File: config.mk
export PLATFORM = sky130hd
export DESIGN_NAME = btr_device_flat
export DESIGN_NICKNAME = d
export VERILOG_FILES = /design/src/shared/btr_pkg.sv /design/src/shared/btr_link_if.sv /design/src/core/btr_device.sv /design/src/flat_wrapper.sv
export SDC_FILE = /design/constraint.sdc
export NUM_CORES = 1
export LEC_CHECK = 0
export ABC_AREA = 1
export BUFFER_PORTS_ARGS = -buffer_cell sky130_fd_sc_hd__clkbuf_2
export CAP_MARGIN = 40
export CORE_UTILIZATION = 58
export DETAILED_ROUTE_END_ITERATION = 8
export PLACE_DENSITY = 0.85
export SYNTH_ARGS = -nofsm -noshare
export SYNTH_HDL_FRONTEND = slang
export SYNTH_SLANG_ARGS = --single-unit
File: constraint.sdc
create_clock -name pclk -period 2.1 [get_ports pclk]
set_input_delay 0.105 -clock pclk [delete_from_list [all_inputs] [get_ports pclk]]
set_output_delay 0.105 -clock pclk [all_outputs]
set_load 0.1 [all_outputs]
File: src/shared/btr_pkg.sv
// constants, register layout and helpers shared by both ends of the bit timer link
package btr_pkg;
	// =====================================================
	// device register port
	localparam int CV_W = 10;
	localparam logic [1:0] REG_CTRL = 2'h0;
	localparam logic [1:0] REG_CNT = 2'h1;
	localparam logic [1:0] REG_FLAG = 2'h2;
	localparam int CTRL_DATA = 0;
	localparam int CTRL_IE0 = 2;
	localparam int CTRL_IE2 = 3;
	localparam int CTRL_MODE = 4;
	localparam int CTRL_CVHI = 6;
	localparam int FLAG0_BIT = 0;
	localparam int FLAG2_BIT = 2;
	localparam logic [7:0] CTRL_RST = 8'h00;
	localparam logic [7:0] CNT_RST = 8'h00;
	localparam logic [1:0] MODE_OFF = 2'h0;
	localparam logic [1:0] MODE_TX = 2'h1;
	localparam logic [1:0] MODE_RX = 2'h2;
	localparam logic [1:0] MODE_GEN = 2'h3;
	localparam logic [7:0] VEC_TRANSMISSION_COMPLETE = 8'h02;
	localparam logic [7:0] VEC_BUFEMPTY = 8'h04;
	// =====================================================
	// timing in system clock cycles
	localparam int POR_DELAY_CYC = 1000000;
	localparam int EXT_ACCESS_CLKS = 2;
	localparam int ENTRY_CLKS = 4;
	localparam int JUMP_CLKS = 2;
	localparam int RETI_CLKS = 4;
	// =====================================================
	// controller registers on APB
	localparam logic [7:0] H_CTRL = 8'h00;
	localparam logic [7:0] H_BITS = 8'h04;
	localparam logic [7:0] H_CVAL = 8'h08;
	localparam logic [7:0] H_LEN = 8'h0C;
	localparam logic [7:0] H_WORD0 = 8'h10;
	localparam logic [7:0] H_RAW = 8'h14;
	localparam logic [7:0] H_STAT = 8'h18;
	localparam int HC_MODE = 0;
	localparam int HC_GIE = 2;
	localparam int HC_START = 3;
	localparam int HC_BTN = 4;
	localparam int HC_BUSY = 5;
	localparam int HR_RDONLY = 10;

	// relative jump or absolute jump opcode at the reset address
	function automatic logic is_jump(input logic [15:0] w);
		is_jump = (w[15:12] == 4'hC) || ((w[15:9] == 7'h4A) && (w[3:1] == 3'h6));
	endfunction : is_jump

	function automatic logic [CV_W-1:0] count_value(input logic [7:0] ctrl, input logic [7:0] lo);
		count_value = {ctrl[CTRL_CVHI+1:CTRL_CVHI], lo};
	endfunction : count_value
endpackage : btr_pkg

File: src/shared/btr_link_if.sv
// link between the bit timer device and the core-side controller
`timescale 1ns/1ps
interface btr_link_if (
	input wire logic pclk,
	input wire logic presetn
);
	logic reg_wr;
	logic [1:0] reg_addr;
	logic [7:0] reg_wdata;
	logic [7:0] reg_rdata;
	logic reg_ready;
	logic gie;
	logic instr_busy;
	logic instr_done;
	logic reti;
	logic button_cmd;
	logic [15:0] word0;
	logic [7:0] irq_vector;
	logic isr_start;
	logic pc_push;
	logic pc_pop;
	logic core_run;
	logic fetch_start;

	modport dev (
		input pclk, presetn, reg_wr, reg_addr, reg_wdata, gie, instr_busy, instr_done,
		input reti, button_cmd, word0,
		output reg_rdata, reg_ready, irq_vector, isr_start, pc_push, pc_pop, core_run,
		output fetch_start
	);
	modport core (
		input pclk, presetn, reg_rdata, reg_ready, irq_vector, isr_start, pc_push, pc_pop,
		input core_run, fetch_start,
		output reg_wr, reg_addr, reg_wdata, gie, instr_busy, instr_done, reti, button_cmd,
		output word0
	);
endinterface : btr_link_if

File: src/core/btr_device.sv
// bit timer device: slot timing, receive capture, flags, vectoring and reset sequencing
//
// Local design decisions: the placing of the registers and the APB slave port.
`timescale 1ns/1ps
module btr_device #(
	parameter int POR_DELAY = btr_pkg::POR_DELAY_CYC
) (
	// link to the core
	btr_link_if.dev lnk,
	// pins
	input wire logic pulse_input_pin,
	input wire logic external_reset_n,
	input wire logic watchdog_reset,
	input wire logic brownout,
	input wire logic button_pin,
	output logic rf_key
);
	localparam int DLY_W = $clog2(POR_DELAY + 1);

	typedef enum logic [2:0] {RS_POR, RS_CHECK, RS_RUN, RS_NOPROG, RS_EXT, RS_BROWN, RS_BUTTON}
		btr_rst_e;
	typedef enum logic [2:0] {IS_IDLE, IS_FINISH, IS_ENTRY, IS_JUMP, IS_ISR, IS_RET, IS_ONE}
		btr_irq_e;

	logic clk;
	logic rst_n;
	btr_rst_e rst_q, rst_d;
	logic [DLY_W-1:0] dly_q;
	logic core_run_q, fetch_start_q, reg_ready_q;
	logic io_clr;
	logic [7:0] ctrl_q, cnt_lo_q, rdata_q;
	logic flag0_q, flag2_q, pend_q;
	logic [btr_pkg::CV_W-1:0] cnt_q;
	logic active_q, key_q, pin_q;
	logic [1:0] mode;
	logic wr_ok, ctrl_wr, take, slot_end, rx_edge, set2, req;
	btr_irq_e is_q, is_d;
	logic [2:0] st_q;
	logic [7:0] vec_q;
	logic push_q, pop_q, isr_start_q;

	assign clk = lnk.pclk;
	assign rst_n = lnk.presetn;

	// =====================================================
	// reset sequencing
	always_comb
	begin
		rst_d = rst_q;
		if (!external_reset_n)
			rst_d = RS_EXT;
		else if (brownout)
			rst_d = RS_BROWN;
		else if (watchdog_reset)
			rst_d = RS_CHECK;
		else
		begin
			case (rst_q)
				RS_POR:
					if (dly_q == DLY_W'(POR_DELAY - 1))
						rst_d = RS_CHECK;
				RS_EXT:
					rst_d = RS_CHECK;
				RS_BROWN:
					rst_d = RS_CHECK;
				RS_CHECK:
					rst_d = btr_pkg::is_jump(lnk.word0) ? RS_RUN : RS_NOPROG;
				RS_RUN:
					if (lnk.button_cmd)
						rst_d = RS_BUTTON;
				RS_BUTTON:
					if (button_pin)
						rst_d = RS_RUN;
				RS_NOPROG:
					rst_d = RS_NOPROG;
				default:
					rst_d = RS_POR;
			endcase
		end
	end

	always_ff @(posedge clk or negedge rst_n)
	begin
		if (!rst_n)
		begin
			rst_q <= RS_POR;
			dly_q <= '0;
			core_run_q <= 1'b0;
			fetch_start_q <= 1'b0;
			reg_ready_q <= 1'b0;
		end
		else
		begin
			rst_q <= rst_d;
			// one counter: startup delay in power-on, access delay in external reset
			if (rst_d != rst_q)
				dly_q <= '0;
			else if (rst_q == RS_POR)
				dly_q <= dly_q + DLY_W'(1);
			else if (rst_q == RS_EXT && dly_q != DLY_W'(btr_pkg::EXT_ACCESS_CLKS))
				dly_q <= dly_q + DLY_W'(1);
			core_run_q <= (rst_d == RS_RUN);
			fetch_start_q <= (rst_d == RS_RUN) && (rst_q == RS_CHECK);
			reg_ready_q <= (rst_d == RS_RUN) || (rst_d == RS_BUTTON) ||
				(rst_d == RS_EXT && rst_q == RS_EXT &&
				dly_q >= DLY_W'(btr_pkg::EXT_ACCESS_CLKS - 1));
		end
	end

	// button reset clears nothing, so it is not part of this
	assign io_clr = !external_reset_n || watchdog_reset || brownout;

	// =====================================================
	// register port
	assign wr_ok = lnk.reg_wr && reg_ready_q;
	assign ctrl_wr = wr_ok && (lnk.reg_addr == btr_pkg::REG_CTRL);
	assign mode = ctrl_q[btr_pkg::CTRL_MODE+1:btr_pkg::CTRL_MODE];
	assign rx_edge = (mode == btr_pkg::MODE_RX) && (pulse_input_pin != pin_q);

	always_ff @(posedge clk or negedge rst_n)
	begin
		if (!rst_n)
		begin
			ctrl_q <= btr_pkg::CTRL_RST;
			cnt_lo_q <= btr_pkg::CNT_RST;
		end
		else if (io_clr)
		begin
			ctrl_q <= btr_pkg::CTRL_RST;
			cnt_lo_q <= btr_pkg::CNT_RST;
		end
		else
		begin
			if (ctrl_wr)
				ctrl_q <= lnk.reg_wdata;
			if (wr_ok && lnk.reg_addr == btr_pkg::REG_CNT)
				cnt_lo_q <= lnk.reg_wdata;
			// a captured edge overrides a software write in the same cycle
			if (rx_edge)
			begin
				cnt_lo_q <= cnt_q[7:0];
				ctrl_q[btr_pkg::CTRL_CVHI+1:btr_pkg::CTRL_CVHI] <= cnt_q[9:8];
				ctrl_q[btr_pkg::CTRL_DATA] <= pulse_input_pin;
			end
		end
	end

	always_ff @(posedge clk or negedge rst_n)
	begin
		if (!rst_n)
			rdata_q <= 8'h00;
		else
		begin
			case (lnk.reg_addr)
				btr_pkg::REG_CTRL:
					rdata_q <= ctrl_q;
				btr_pkg::REG_CNT:
					rdata_q <= cnt_lo_q;
				btr_pkg::REG_FLAG:
					rdata_q <= {5'h00, flag2_q, 1'b0, flag0_q};
				default:
					rdata_q <= 8'h00;
			endcase
		end
	end

	// =====================================================
	// bit timer
	assign slot_end = active_q && (cnt_q == '0);
	assign take = (mode == btr_pkg::MODE_TX) && pend_q && (!active_q || slot_end);
	assign set2 = ((mode == btr_pkg::MODE_TX) && slot_end && !pend_q) ||
		((mode == btr_pkg::MODE_GEN) && slot_end);

	always_ff @(posedge clk or negedge rst_n)
	begin
		if (!rst_n)
		begin
			cnt_q <= '0;
			active_q <= 1'b0;
			key_q <= 1'b0;
		end
		else if (io_clr || mode == btr_pkg::MODE_OFF)
		begin
			cnt_q <= '0;
			active_q <= 1'b0;
			key_q <= 1'b0;
		end
		else
		begin
			case (mode)
				btr_pkg::MODE_TX:
					if (take)
					begin
						cnt_q <= btr_pkg::count_value(ctrl_q, cnt_lo_q);
						key_q <= ctrl_q[btr_pkg::CTRL_DATA];
						active_q <= 1'b1;
					end
					else if (slot_end)
					begin
						active_q <= 1'b0;
						key_q <= 1'b0;
					end
					else if (active_q)
						cnt_q <= cnt_q - btr_pkg::CV_W'(1);
				btr_pkg::MODE_GEN:
				begin
					key_q <= 1'b0;
					active_q <= 1'b1;
					if (!active_q || slot_end)
						cnt_q <= btr_pkg::count_value(ctrl_q, cnt_lo_q);
					else
						cnt_q <= cnt_q - btr_pkg::CV_W'(1);
				end
				btr_pkg::MODE_RX:
				begin
					key_q <= 1'b0;
					active_q <= 1'b0;
					// restart per edge; saturates rather than wrapping on long pulses
					if (rx_edge)
						cnt_q <= '0;
					else if (cnt_q != '1)
						cnt_q <= cnt_q + btr_pkg::CV_W'(1);
				end
				default:
					cnt_q <= '0;
			endcase
		end
	end

	always_ff @(posedge clk or negedge rst_n)
	begin
		if (!rst_n)
			pin_q <= 1'b0;
		else
			pin_q <= pulse_input_pin;
	end

	// flags: hardware set wins over software clear
	always_ff @(posedge clk or negedge rst_n)
	begin
		if (!rst_n)
		begin
			pend_q <= 1'b0;
			flag0_q <= 1'b0;
			flag2_q <= 1'b0;
		end
		else if (io_clr)
		begin
			pend_q <= 1'b0;
			flag0_q <= 1'b0;
			flag2_q <= 1'b0;
		end
		else
		begin
			pend_q <= (pend_q && !take) || ctrl_wr;
			flag0_q <= (flag0_q && !(wr_ok && lnk.reg_addr == btr_pkg::REG_FLAG &&
				lnk.reg_wdata[btr_pkg::FLAG0_BIT])) || take;
			flag2_q <= (flag2_q && !(wr_ok && lnk.reg_addr == btr_pkg::REG_FLAG &&
				lnk.reg_wdata[btr_pkg::FLAG2_BIT])) || set2;
		end
	end

	// =====================================================
	// interrupt entry and return
	assign req = core_run_q && lnk.gie && ((flag0_q && ctrl_q[btr_pkg::CTRL_IE0]) ||
		(flag2_q && ctrl_q[btr_pkg::CTRL_IE2]));

	always_comb
	begin
		is_d = is_q;
		case (is_q)
			IS_IDLE:
				if (req)
					is_d = lnk.instr_busy ? IS_FINISH : IS_ENTRY;
			IS_FINISH:
				if (!req)
					is_d = IS_IDLE;
				else if (!lnk.instr_busy)
					is_d = IS_ENTRY;
			IS_ENTRY:
				if (st_q == 3'(btr_pkg::ENTRY_CLKS - 1))
					is_d = IS_JUMP;
			IS_JUMP:
				if (st_q == 3'(btr_pkg::JUMP_CLKS - 1))
					is_d = IS_ISR;
			IS_ISR:
				if (lnk.reti)
					is_d = IS_RET;
			IS_RET:
				if (st_q == 3'(btr_pkg::RETI_CLKS - 1))
					is_d = IS_ONE;
			IS_ONE:
				if (lnk.instr_done)
					is_d = IS_IDLE;
			default:
				is_d = IS_IDLE;
		endcase
		if (!core_run_q)
			is_d = IS_IDLE;
	end

	always_ff @(posedge clk or negedge rst_n)
	begin
		if (!rst_n)
		begin
			is_q <= IS_IDLE;
			st_q <= 3'h0;
			vec_q <= 8'h00;
			push_q <= 1'b0;
			pop_q <= 1'b0;
			isr_start_q <= 1'b0;
		end
		else
		begin
			is_q <= is_d;
			st_q <= (is_d != is_q) ? 3'h0 : st_q + 3'h1;
			// done outranks buffer-empty: lower vector wins
			if (is_q == IS_IDLE && is_d != IS_IDLE)
				vec_q <= (flag2_q && ctrl_q[btr_pkg::CTRL_IE2]) ? btr_pkg::VEC_TRANSMISSION_COMPLETE :
					btr_pkg::VEC_BUFEMPTY;
			push_q <= (is_d == IS_ENTRY);
			pop_q <= (is_d == IS_RET);
			isr_start_q <= (is_d == IS_ISR) && (is_q != IS_ISR);
		end
	end

	// =====================================================
	// outputs
	assign rf_key = key_q;
	assign lnk.reg_rdata = rdata_q;
	assign lnk.reg_ready = reg_ready_q;
	assign lnk.irq_vector = vec_q;
	assign lnk.isr_start = isr_start_q;
	assign lnk.pc_push = push_q;
	assign lnk.pc_pop = pop_q;
	assign lnk.core_run = core_run_q;
	assign lnk.fetch_start = fetch_start_q;
endmodule : btr_device

File: src/flat_wrapper.sv
// flat-port wrapper written by rule: the top's interface ports become plain ports
module btr_device_flat 
#(
	parameter int POR_DELAY = btr_pkg::POR_DELAY_CYC
)
  (pulse_input_pin, external_reset_n, watchdog_reset, brownout, button_pin, rf_key, pclk, presetn, lnk_reg_wr, lnk_reg_addr, lnk_reg_wdata, lnk_gie, lnk_instr_busy, lnk_instr_done, lnk_reti, lnk_button_cmd, lnk_word0, lnk_reg_rdata, lnk_reg_ready, lnk_irq_vector, lnk_isr_start, lnk_pc_push, lnk_pc_pop, lnk_core_run, lnk_fetch_start);
  btr_link_if lnk_i (.pclk(pclk), .presetn(presetn));
  input wire logic pulse_input_pin;
  input wire logic external_reset_n;
  input wire logic watchdog_reset;
  input wire logic brownout;
  input wire logic button_pin;
  output logic rf_key;
  input wire logic pclk;
  input wire logic presetn;
  input wire logic [$bits(lnk_i.reg_wr)-1:0] lnk_reg_wr;
  input wire logic [$bits(lnk_i.reg_addr)-1:0] lnk_reg_addr;
  input wire logic [$bits(lnk_i.reg_wdata)-1:0] lnk_reg_wdata;
  input wire logic [$bits(lnk_i.gie)-1:0] lnk_gie;
  input wire logic [$bits(lnk_i.instr_busy)-1:0] lnk_instr_busy;
  input wire logic [$bits(lnk_i.instr_done)-1:0] lnk_instr_done;
  input wire logic [$bits(lnk_i.reti)-1:0] lnk_reti;
  input wire logic [$bits(lnk_i.button_cmd)-1:0] lnk_button_cmd;
  input wire logic [$bits(lnk_i.word0)-1:0] lnk_word0;
  output wire logic [$bits(lnk_i.reg_rdata)-1:0] lnk_reg_rdata;
  output wire logic [$bits(lnk_i.reg_ready)-1:0] lnk_reg_ready;
  output wire logic [$bits(lnk_i.irq_vector)-1:0] lnk_irq_vector;
  output wire logic [$bits(lnk_i.isr_start)-1:0] lnk_isr_start;
  output wire logic [$bits(lnk_i.pc_push)-1:0] lnk_pc_push;
  output wire logic [$bits(lnk_i.pc_pop)-1:0] lnk_pc_pop;
  output wire logic [$bits(lnk_i.core_run)-1:0] lnk_core_run;
  output wire logic [$bits(lnk_i.fetch_start)-1:0] lnk_fetch_start;
  assign lnk_i.reg_wr = lnk_reg_wr;
  assign lnk_i.reg_addr = lnk_reg_addr;
  assign lnk_i.reg_wdata = lnk_reg_wdata;
  assign lnk_i.gie = lnk_gie;
  assign lnk_i.instr_busy = lnk_instr_busy;
  assign lnk_i.instr_done = lnk_instr_done;
  assign lnk_i.reti = lnk_reti;
  assign lnk_i.button_cmd = lnk_button_cmd;
  assign lnk_i.word0 = lnk_word0;
  assign lnk_reg_rdata = lnk_i.reg_rdata;
  assign lnk_reg_ready = lnk_i.reg_ready;
  assign lnk_irq_vector = lnk_i.irq_vector;
  assign lnk_isr_start = lnk_i.isr_start;
  assign lnk_pc_push = lnk_i.pc_push;
  assign lnk_pc_pop = lnk_i.pc_pop;
  assign lnk_core_run = lnk_i.core_run;
  assign lnk_fetch_start = lnk_i.fetch_start;
  btr_device #(.POR_DELAY(POR_DELAY)) u_core (.lnk(lnk_i), .pulse_input_pin(pulse_input_pin), .external_reset_n(external_reset_n), .watchdog_reset(watchdog_reset), .brownout(brownout), .button_pin(button_pin), .rf_key(rf_key));
endmodule
==> results of run 1 <==
-- state kept, by name, indices dropped and copies added, names as in the netlist, 2 cells and up --
| register | flops |
|---|---|
| u_core.rst_q | 3 |
| u_core.lnk.irq_vector | 2 |
| u_core.lnk.reg_rdata | 8 |
| u_core.cnt_q | 10 |
| u_core.ctrl_q | 8 |
| u_core.st_q | 3 |
| u_core.is_q | 3 |
| u_core.cnt_lo_q | 8 |
| u_core.dly_q | 20 |
-- power by group through the flow --
stage | clock [mW] | combinational (mW) | sequential [mW]
finish | 1.09 | 0.296 | 1.51
global route | 1.15 | 0.323 | 1.51
CTS | 1.09 | 0.293 | 1.51
detailed placement | 0 | 0.289 | 1.54
global placement | 0 | 0.282 | 1.54
floorplan | 0 | 0.174 | 1.56
-- area by class of cell --
| class | count | area [µm²] | share of cell area, % |
|---|---|---|---|
| Sequential cell | 77 | 1930 | 36.6 |
| Clock inverter | 4 | 31.3 | 0.594 |
| Tap cell | 102 | 128 | 2.42 |
| Multi-Input combinational cell | 427 | 2310 | 43.9 |
| Clock buffer | 12 | 155 | 2.95 |
| Timing Repair Buffer | 65 | 385 | 7.32 |
| Inverter | 86 | 328 | 6.23 |
-- layout by cell type (no fill, tap or decap), drive strengths merged, types with 5 or more instances in the layout --
cell,count
buf,15
o22ai,16
o211ai,9
nor3,15
o21ai,44
xor2,18
ha,13
nor2,82
dfrtp,77
a21oi,10
nand2,135
conb,6
nand3,55
clkbuf,60
inv,83
nand4,5
-- final timing paths --
| path | from | to | slack, ns |
|---|---|---|---|
| min in group asynchronous | presetn | u_core.lnk.pc_pop | 0.27 |
| hold reg to reg | u_core.lnk.irq_vector[2] | u_core.lnk.irq_vector[2] | 0.48 |
| setup reg to reg | u_core.cnt_q[1] | u_core.cnt_q[4] | 0.18 |
| setup / recovery | u_core.cnt_q[1] | u_core.cnt_q[4] | 0.18 |
| max in group asynchronous | presetn | u_core.dly_q[14] | 1.24 |
| hold / removal | lnk_reg_wdata[2] | u_core.ctrl_q[2] | 0.04 |
-- worst max-delay path: cells and delay by family, from the launching register on --
family                     cells  cell delay, ns
AOI/OAI and AO/OA              1            0.07
adders and majority gates      1            0.18
buffers and inverters          2            0.23
DFF                            1            0.40
and+or+nand+nor                9            0.94
-- timing repair --
item / CTS / global route
hold endpoints to repair: 40 / 0
buffers inserted: 0 / 4
endpoints found under the setup margin: 0 / 29
gates resized for setup: 0 / 7
hold buffers: 2 / 0
-- through the flow --
| stage | hold WS [ns] | utilization [%] | worst slack [ns] | area (µm²) | total power, mW |
|---|---|---|---|---|---|
| after floorplan | -0.191 | - | 0.169 | 4620 | 1.74 |
| after global placement | 0.109 | 65.1 | 0.177 | 5010 | 1.82 |
| after detailed placement | 0.118 | 65.1 | 0.105 | 5010 | 1.83 |
| after CTS | 0.0330 | 67.8 | 0.0842 | 5210 | 2.89 |
| after global routing | 0.0472 | 68.5 | -0.0451 | 5270 | 2.98 |
| final | 0.0382 | 68.5 | 0.180 | 5270 | 2.90 |
-- layer usage --
metal,vias to the layer above,global-route usage [%],routed length [µm]
li1,2055,-,-
met3,21,3.52,662
met5,-,0,0
met1,2051,35.4,4690
met4,0,13.1,220
met2,145,47.9,5600
-- cell families after synthesis --
kind of cell,count (synthesis),share of synthesized area (%)
DFF,77,41.8
buffers and inverters,95,8.86
other,1,0.0814
adders and majority gates,13,3.53
and+or+nand+nor,299,30.0
AOI/OAI and AO/OA,87,11.5
xor gates and xnor gates,22,4.18
==> impl_metrics.ini, run 1 <==
[die]
ios = 62
rows = 32
die-height_um = 91.1
core_um2 = 7690
fp.dieW_um = 91.1
die_area_um2 = 8300
start_util_pct = 59.9

[clock_tree]
cts_sinks = 77
clkLatencyLatePin_ns = 0.36
clk_pin_slew_ns = 0.09
cts_tree = done
cts_htree_levels = 3
cts_buffers = 9
cts.path.max_buffers = 2
root_buffer = clkbuf_8

[worst_setup_path]
crit_path_start_kind = flop
endpoint_kind = flop
cp.arrival_ns = 2.16
cp_cell_sequence = ha_1, nand2_1, inv_1, nand2_1, nor2_1, nand3_1, nor2_2, nand3_1, nand2_2, nor2_2, buf_4, nand2_1, o21ai_0
r2r_cells = 13
slowest_delay_ns = 0.40
crit_fanout = 5
crit_top_cell = nand2_1
crit_type = flop to flop
slowest_stage = dfrtp_1
crit_required_ns = 2.34

[synth]
synth.top_cell.area_share_pct = 41.8
synth.avg_cell_area_um2 = 7.75
synth_cells = 594
synth-main-ff-cell = dfrtp_1
synth_warnings = 0
synth_cell_types = 42
synth_edf_count = 0
ys_top_cells_by_count = 130 x nand2_1, 79 x inv_1, 77 x dfrtp_1
async_flop_share_pct = 100
synth_top_cells_by_area = dfrtp_1 42%, nand2_1 11%, inv_1 6.4%
yosysSeqAreaShare_pct = 41.8
ys_ff_latch = 77
synth_top_area_cell = dfrtp_1
synthMostInstantiatedCell = nand2_1
syn_area_um2 = 4610

[power]
p_clk_share_pct = 37.6
power_leakage_nw = 2.47
switchingPower_mw = 0.826
p_comb_share_pct = 10.2
ir_drop_v = 0.000276
p_sw_share_pct = 28.5
pwr-share-seq_pct = 52.1
power_density_nw_per_um2 = 550
internal_power_mw = 2.07

[global_routing]
grtUsageTotal_pct = 28.1
antenna_found_initial = 0
grt_max_degree = 41
grt-ovfl-total = 0
grt_pass1_vias = 4163
grt_pass1_wl_um = 18600

[finish]
drive_gt1_share_pct = 17.6
fin_nets = 718
fin_cells = 773
n_fill_cell = 630
area_growth_pct = 14.3
n_antenna_cell = 0

[place]
port_buffers = 49
dp_cells = 751
dp_hpwl_um = 8220
place.gp.congestion = 0.929

[timing]
fin_setup_tns_ns = 0
period_minus_slack_ns = 1.92
max_freq_mhz = 521
setup_viol_count_final = 0
worst_pin_slew_ns = 0.547
slew_headroom_pct = 63.7
fin_worst_skew_ns = 0.00869
finalHoldViolCount = 0
rsz0062_at_grt = yes
timing.final.max_slew_violations = 0
fin_crit_sh_pct = 91.4

[drt]
first_iter_violations = 355
via_per_inst = 5.53
vias = 4272
dr.pass1.iters = 5
drc_errors = 0
wl_um = 11200
ant_nets = 0
wl_per_cell_um = 14.5

[outcome]
status = completed

[flow_run]
cap_violations = 0

[min_path]
hold_path_class = primary input to flop
holdPathStages = 3
(Power assumes the default switching activity.)
==> run 2, diff against run 1 <==
--- a/config.mk
+++ b/config.mk
@@ -8,9 +8,11 @@
 export ABC_AREA = 1
 export BUFFER_PORTS_ARGS = -buffer_cell sky130_fd_sc_hd__clkbuf_2
 export CAP_MARGIN = 40
-export CORE_UTILIZATION = 58
+export CELL_PAD_IN_SITES_DETAIL_PLACEMENT = 1
+export CELL_PAD_IN_SITES_GLOBAL_PLACEMENT = 1
+export CORE_UTILIZATION = 43
 export DETAILED_ROUTE_END_ITERATION = 8
-export PLACE_DENSITY = 0.85
+export PLACE_DENSITY = 0.86
 export SYNTH_ARGS = -nofsm -noshare
 export SYNTH_HDL_FRONTEND = slang
 export SYNTH_SLANG_ARGS = --single-unit
==> constraint.sdc (replaced) <==
create_clock -name pclk -period 2.1 [get_ports pclk]
set_input_delay 0.105 -clock pclk [delete_from_list [all_inputs] [get_ports pclk]]
set_output_delay 0.105 -clock pclk [all_outputs]
set_load 0.005 [all_outputs]
==> impl_metrics.ini, run 2 (synthesis gave the netlist of run 1 again) <==
[outcome]
status = completed

[timing]
timing.final.max_slew_violations = 0
setup_viol_count_final = 0
finalHoldViolCount = 0
worst_pin_slew_ns = 0.490
fin_crit_sh_pct = 95.2
max_freq_mhz = 500
fin_worst_skew_ns = 0.0129
period_minus_slack_ns = 2.00
slew_headroom_pct = 67.1

[die]
core_um2 = 10400
fp.dieW_um = 105
die_area_um2 = 11100
rows = 37
ios = 62
die-height_um = 105
start_util_pct = 44.4

[finish]
layout_commonest_cell = nand2_1
register_area_um2 = 1930
n_fill_cell = 1329
largest_register_ffs = 20
design_area_um2 = 5320
final_cell_mix = 130 x nand2_1, 79 x inv_1, 77 x dfrtp_1
area_growth_pct = 15.4
largest_register = u_core.dly_q
n_antenna_cell = 0
fin_nets = 712
multi_input_area_um2 = 2340
reg.largest.list = u_core.dly_q (20), u_core.cnt_q (10)
drive_gt1_share_pct = 16.7

[place]
port_buffers = 49
place.gp.congestion = 0.842
dpl_cell_area_um2 = 5010
dp_hpwl_um = 9720

[global_routing]
antenna_found_initial = 0
grt_pass1_vias = 4404
grt_max_degree = 45
grt_pass1_wl_um = 21500
grtUsageTotal_pct = 24.5
grt-ovfl-total = 0

[worst_setup_path]
rrSetupSlack_ns = 0.10
slowest_delay_ns = 0.43
path_depth = 11
slowest_stage = dfrtp_1
r2r_cells = 11
crit_fanout = 10
crit_type = flop to flop
cp_cell_sequence = inv_1, ha_2, nand2_1, nor2_4, nand3_2, nand2_4, nand3_1, nand2_4, nor2_4, nand2_1, o21ai_0
cp.arrival_ns = 2.25
crit_path_start_kind = flop
endpoint_kind = flop
r2r_end = u_core.cnt_q[4]
path_buf_inv = 1
rr_startpoint = u_core.cnt_q[0]
cp_top_family = simple AND/OR/NAND/NOR gates
crit_required_ns = 2.35

[min_path]
holdPathStages = 3
hold_end = u_core.ctrl_q[2]
hold_path_class = primary input to flop
holdCritStartpoint = lnk_reg_wdata[2]

[drt]
ant_nets = 0
wl_um = 12900
dr.pass1.iters = 4
drc_errors = 0
first_iter_violations = 198
wl_per_cell_um = 16.1
via_per_inst = 5.26
vias = 4211

[clock_tree]
cts_sinks = 77
cts_tree = done
cts_buffers = 9
root_buffer = clkbuf_8
clkLatencyLatePin_ns = 0.36
cts.path.max_buffers = 2
cts_htree_levels = 3
clk_pin_slew_ns = 0.08

[power]
power_density_nw_per_um2 = 547
p_total_mw = 2.91
power_leakage_nw = 2.45
ir_drop_v = 0.000279

[flow_run]
cap_violations = 0
-- run 2: worst max-delay path by stage --
stage	from	to	slack [ns]
floorplan	u_core.ctrl_q[4]	u_core.cnt_lo_q[1]	0.43
global placement	u_core.cnt_q[0]	u_core.cnt_q[1]	0.14
detailed placement	u_core.cnt_q[0]	u_core.cnt_q[4]	0.05
CTS	u_core.cnt_q[0]	u_core.cnt_q[4]	0.02
global route	u_core.cnt_q[1]	u_core.cnt_q[4]	-0.03
finish	u_core.cnt_q[0]	u_core.cnt_q[4]	0.10
-- run 2: cell type report --
class                           count  area share [%]
Sequential cell                    77            36.3
Clock buffer                       11            2.66
Inverter                           86            6.21
Timing Repair Buffer               59            6.45
Multi-Input combinational cell    427            44.1
Clock inverter                      5            1.13
Tap cell                          136            3.20
-- run 2: per-stage QoR --
step | utilization, % | instances | worst slack (ns) | hold slack, ns | TNS [ns]
3_5_place_dp | 48.3 | 780 | 0.0539 | 0.0909 | 0
5_1_grt | 51.3 | 801 | -0.0262 | 0.0268 | -0.0371
6_report | 51.3 | 801 | 0.100 | 0.0250 | 0
2_1_floorplan | - | 599 | 0.435 | -0.191 | 0
4_1_cts | 50.6 | 799 | 0.0206 | 0.0123 | 0
3_3_place_gp | 48.3 | 780 | 0.136 | 0.0833 | 0
-- run 2: what timing repair did --
| item | in CTS | in global routing |
|---|---|---|
| setup buffers | 0 | 2 |
| endpoints found under the setup margin | 0 | 25 |
| resized for setup | 0 | 13 |
| hold buffers | 3 | 0 |
| hold endpoints to repair | 35 | 0 |
-- run 2: worst min-delay path, stage by stage --
cell and delay, ns:
clkbuf_2 0.09, nand3_1 0.07, o21ai_0 0.08
-- run 2: routing by layer --
layer / GRT usage (%) / share of wire, % / vias up
li1: - / - / 2044
met1: 30.0 / 44 / 2067
met2: 43.5 / 51 / 83
met3: 3.28 / 3.2 / 17
met4: 9.33 / 1.7 / 0
met5: 0 / 0 / -
-- run 2: power by group --
group          internal [mW]  total (mW)  switching, mW
Sequential              1.50        1.51         0.0123
Clock                  0.584        1.16          0.581
Combinational         0.0747       0.235          0.160
Total                   2.16        2.91          0.753
==> run 3, diff against run 2 <==
--- a/config.mk
+++ b/config.mk
@@ -12,6 +12,7 @@
 export CELL_PAD_IN_SITES_GLOBAL_PLACEMENT = 1
 export CORE_UTILIZATION = 43
 export DETAILED_ROUTE_END_ITERATION = 8
+export HOLD_SLACK_MARGIN = 0.12
 export PLACE_DENSITY = 0.86
 export SYNTH_ARGS = -nofsm -noshare
 export SYNTH_HDL_FRONTEND = slang
==> constraint.sdc (replaced) <==
create_clock -name pclk -period 2.1 [get_ports pclk]
set_input_delay 0.63 -clock pclk [delete_from_list [all_inputs] [get_ports pclk]]
set_output_delay 0.63 -clock pclk [all_outputs]
set_load 0.005 [all_outputs]
==> impl_metrics.ini, run 3 (synthesis gave the netlist of run 1 again) <==
[drt]
wl_per_cell_um = 17.0
vias = 4345
wl_um = 13700
ant_nets = 0
drc_errors = 0
first_iter_violations = 227
dr.pass1.iters = 4
via_per_inst = 5.37

[die]
start_util_pct = 44.4
die-height_um = 105
rows = 37
die_area_um2 = 11100
ios = 62
fp.dieW_um = 105
core_um2 = 10400

[worst_setup_path]
rr_startpoint = u_core.cnt_q[0]
slowest_delay_ns = 0.44
crit_required_ns = 2.35
crit_top_cell = nand2_1
endpoint_kind = flop
cp_cell_sequence = inv_1, ha_2, nand2_1, nor2_4, nand3_2, nand2_4, nand2_2, o211ai_1, nand3_1, nand2_1, nand2_1
path_buf_inv = 1
slowest_stage = dfrtp_2
cp-startpoint = u_core.cnt_q[0]
crit_type = flop to flop
crit_fanout = 7
crit_path_start_kind = flop
cp.arrival_ns = 2.20
cp_top_family = simple AND/OR/NAND/NOR gates

[clock_tree]
cts_buffers = 9
root_buffer = clkbuf_8
clk_pin_slew_ns = 0.08
cts_htree_levels = 3
cts_sinks = 77
cts_tree = done
clkLatencyLatePin_ns = 0.36
cts.path.max_buffers = 2
holdBufCountCts = 0

[timing]
setup_viol_count_final = 0
worst_slack_ns = 0.155
finalHoldViolCount = 0
max_freq_mhz = 514
fin_setup_tns_ns = 0
timing.final.max_slew_violations = 0
fin_worst_skew_ns = 0.0100
fin_crit_sh_pct = 92.6
period_minus_slack_ns = 1.95

[finish]
drive_gt1_share_pct = 18.7
fin_nets = 720
fin_util_pct = 51.7
design_area_um2 = 5370
layout_commonest_cell = nand2_1
n_antenna_cell = 0
largest_register_ffs = 20
n_fill_cell = 1337
final_cell_mix = 129 x nand2_1, 79 x inv_1, 76 x dfrtp_1
reg.largest.list = u_core.dly_q (20), u_core.cnt_q (10)
area_growth_pct = 16.5
largest_register = u_core.dly_q

[outcome]
status = completed

[power]
power_density_nw_per_um2 = 527
p_comb_share_pct = 9.3
p_total_mw = 2.82
power_leakage_nw = 2.48
switchingPower_mw = 0.756
pwr-share-seq_pct = 53.4
p_sw_share_pct = 26.8
internal_power_mw = 2.07
p_clk_share_pct = 37.2
ir_drop_v = 0.000237

[global_routing]
grt_pass1_wl_um = 22900
antenna_found_initial = 0
grt_pass1_vias = 4731
grt_max_degree = 33
grtUsageTotal_pct = 26.2
grt-ovfl-total = 0

[place]
place.gp.congestion = 0.859
dp_hpwl_um = 10200
dpl_cell_area_um2 = 5090
pre_cts_ws_ns = -0.100
port_buffers = 49

[flow_run]
cap_violations = 0

[min_path]
hold_path_class = primary input to async pin
==> run 3: changes by cell type in the layout (fill, tap and decap cells not counted), sizes merged <==
cell / change
dlygate4sd3: -3
nand2: +2
buf: +9
bufinv: -1
clkbuf: +1
==> run 3: power by group through the flow <==
stage | combinational (mW) | sequential (mW) | clock, mW
floorplan | 0.130 | 1.54 | 0
global placement | 0.227 | 1.54 | 0
detailed placement | 0.236 | 1.54 | 0
CTS | 0.245 | 1.51 | 1.06
global route | 0.292 | 1.51 | 1.12
finish | 0.263 | 1.51 | 1.05
==> run 3: path summary, 6_finish.rpt <==
check,end,slack (ns),depth (start not counted)
worst min register to register,u_core.lnk.irq_vector[2],0.51,2
worst max register to register,u_core.cnt_q[8],0.15,11
max in group asynchronous,u_core.dly_q[6],1.30,2
worst max-delay path,u_core.cnt_q[8],0.15,11
worst min-delay path,u_core.lnk.isr_start,0.21,1
min in group pclk,u_core.pin_q,0.43,1
==> run 3: final cells by class <==
cell class | count | area (µm²) | area share [%]
Clock buffer | 12 | 155 | 2.89
Clock inverter | 4 | 22.5 | 0.420
Multi-Input combinational cell | 429 | 2380 | 44.4
Sequential cell | 77 | 1930 | 35.9
Tap cell | 136 | 170 | 3.17
Timing Repair Buffer | 65 | 380 | 7.09
Inverter | 86 | 328 | 6.11
==> run 3: layer usage <==
layer	up-vias	track usage (%)	share of wire, %
met2	92	46.4	52
met5	-	0	0
li1	2067	-	-
met4	0	9.82	2.1
met3	29	3.96	4.1
met1	2157	32.1	42
==> run 3: what timing repair did <==
item / 4_1_cts / 5_1_grt
setup endpoints to repair: 1 / 34
endpoints found under the hold margin: 0 / 0
gates cloned: 0 / 2
resized for setup: 1 / 15
setup buffers: 0 / 1
pin swaps: 0 / 3
==> run 3: metrics by stage <==
step / instances / hold slack, ns
after floorplan: 599 / 0.334
after global placement: 790 / 0.455
after detailed placement: 790 / 0.493
after CTS: 806 / 0.217
after global routing: 809 / 0.231
final: 809 / 0.206
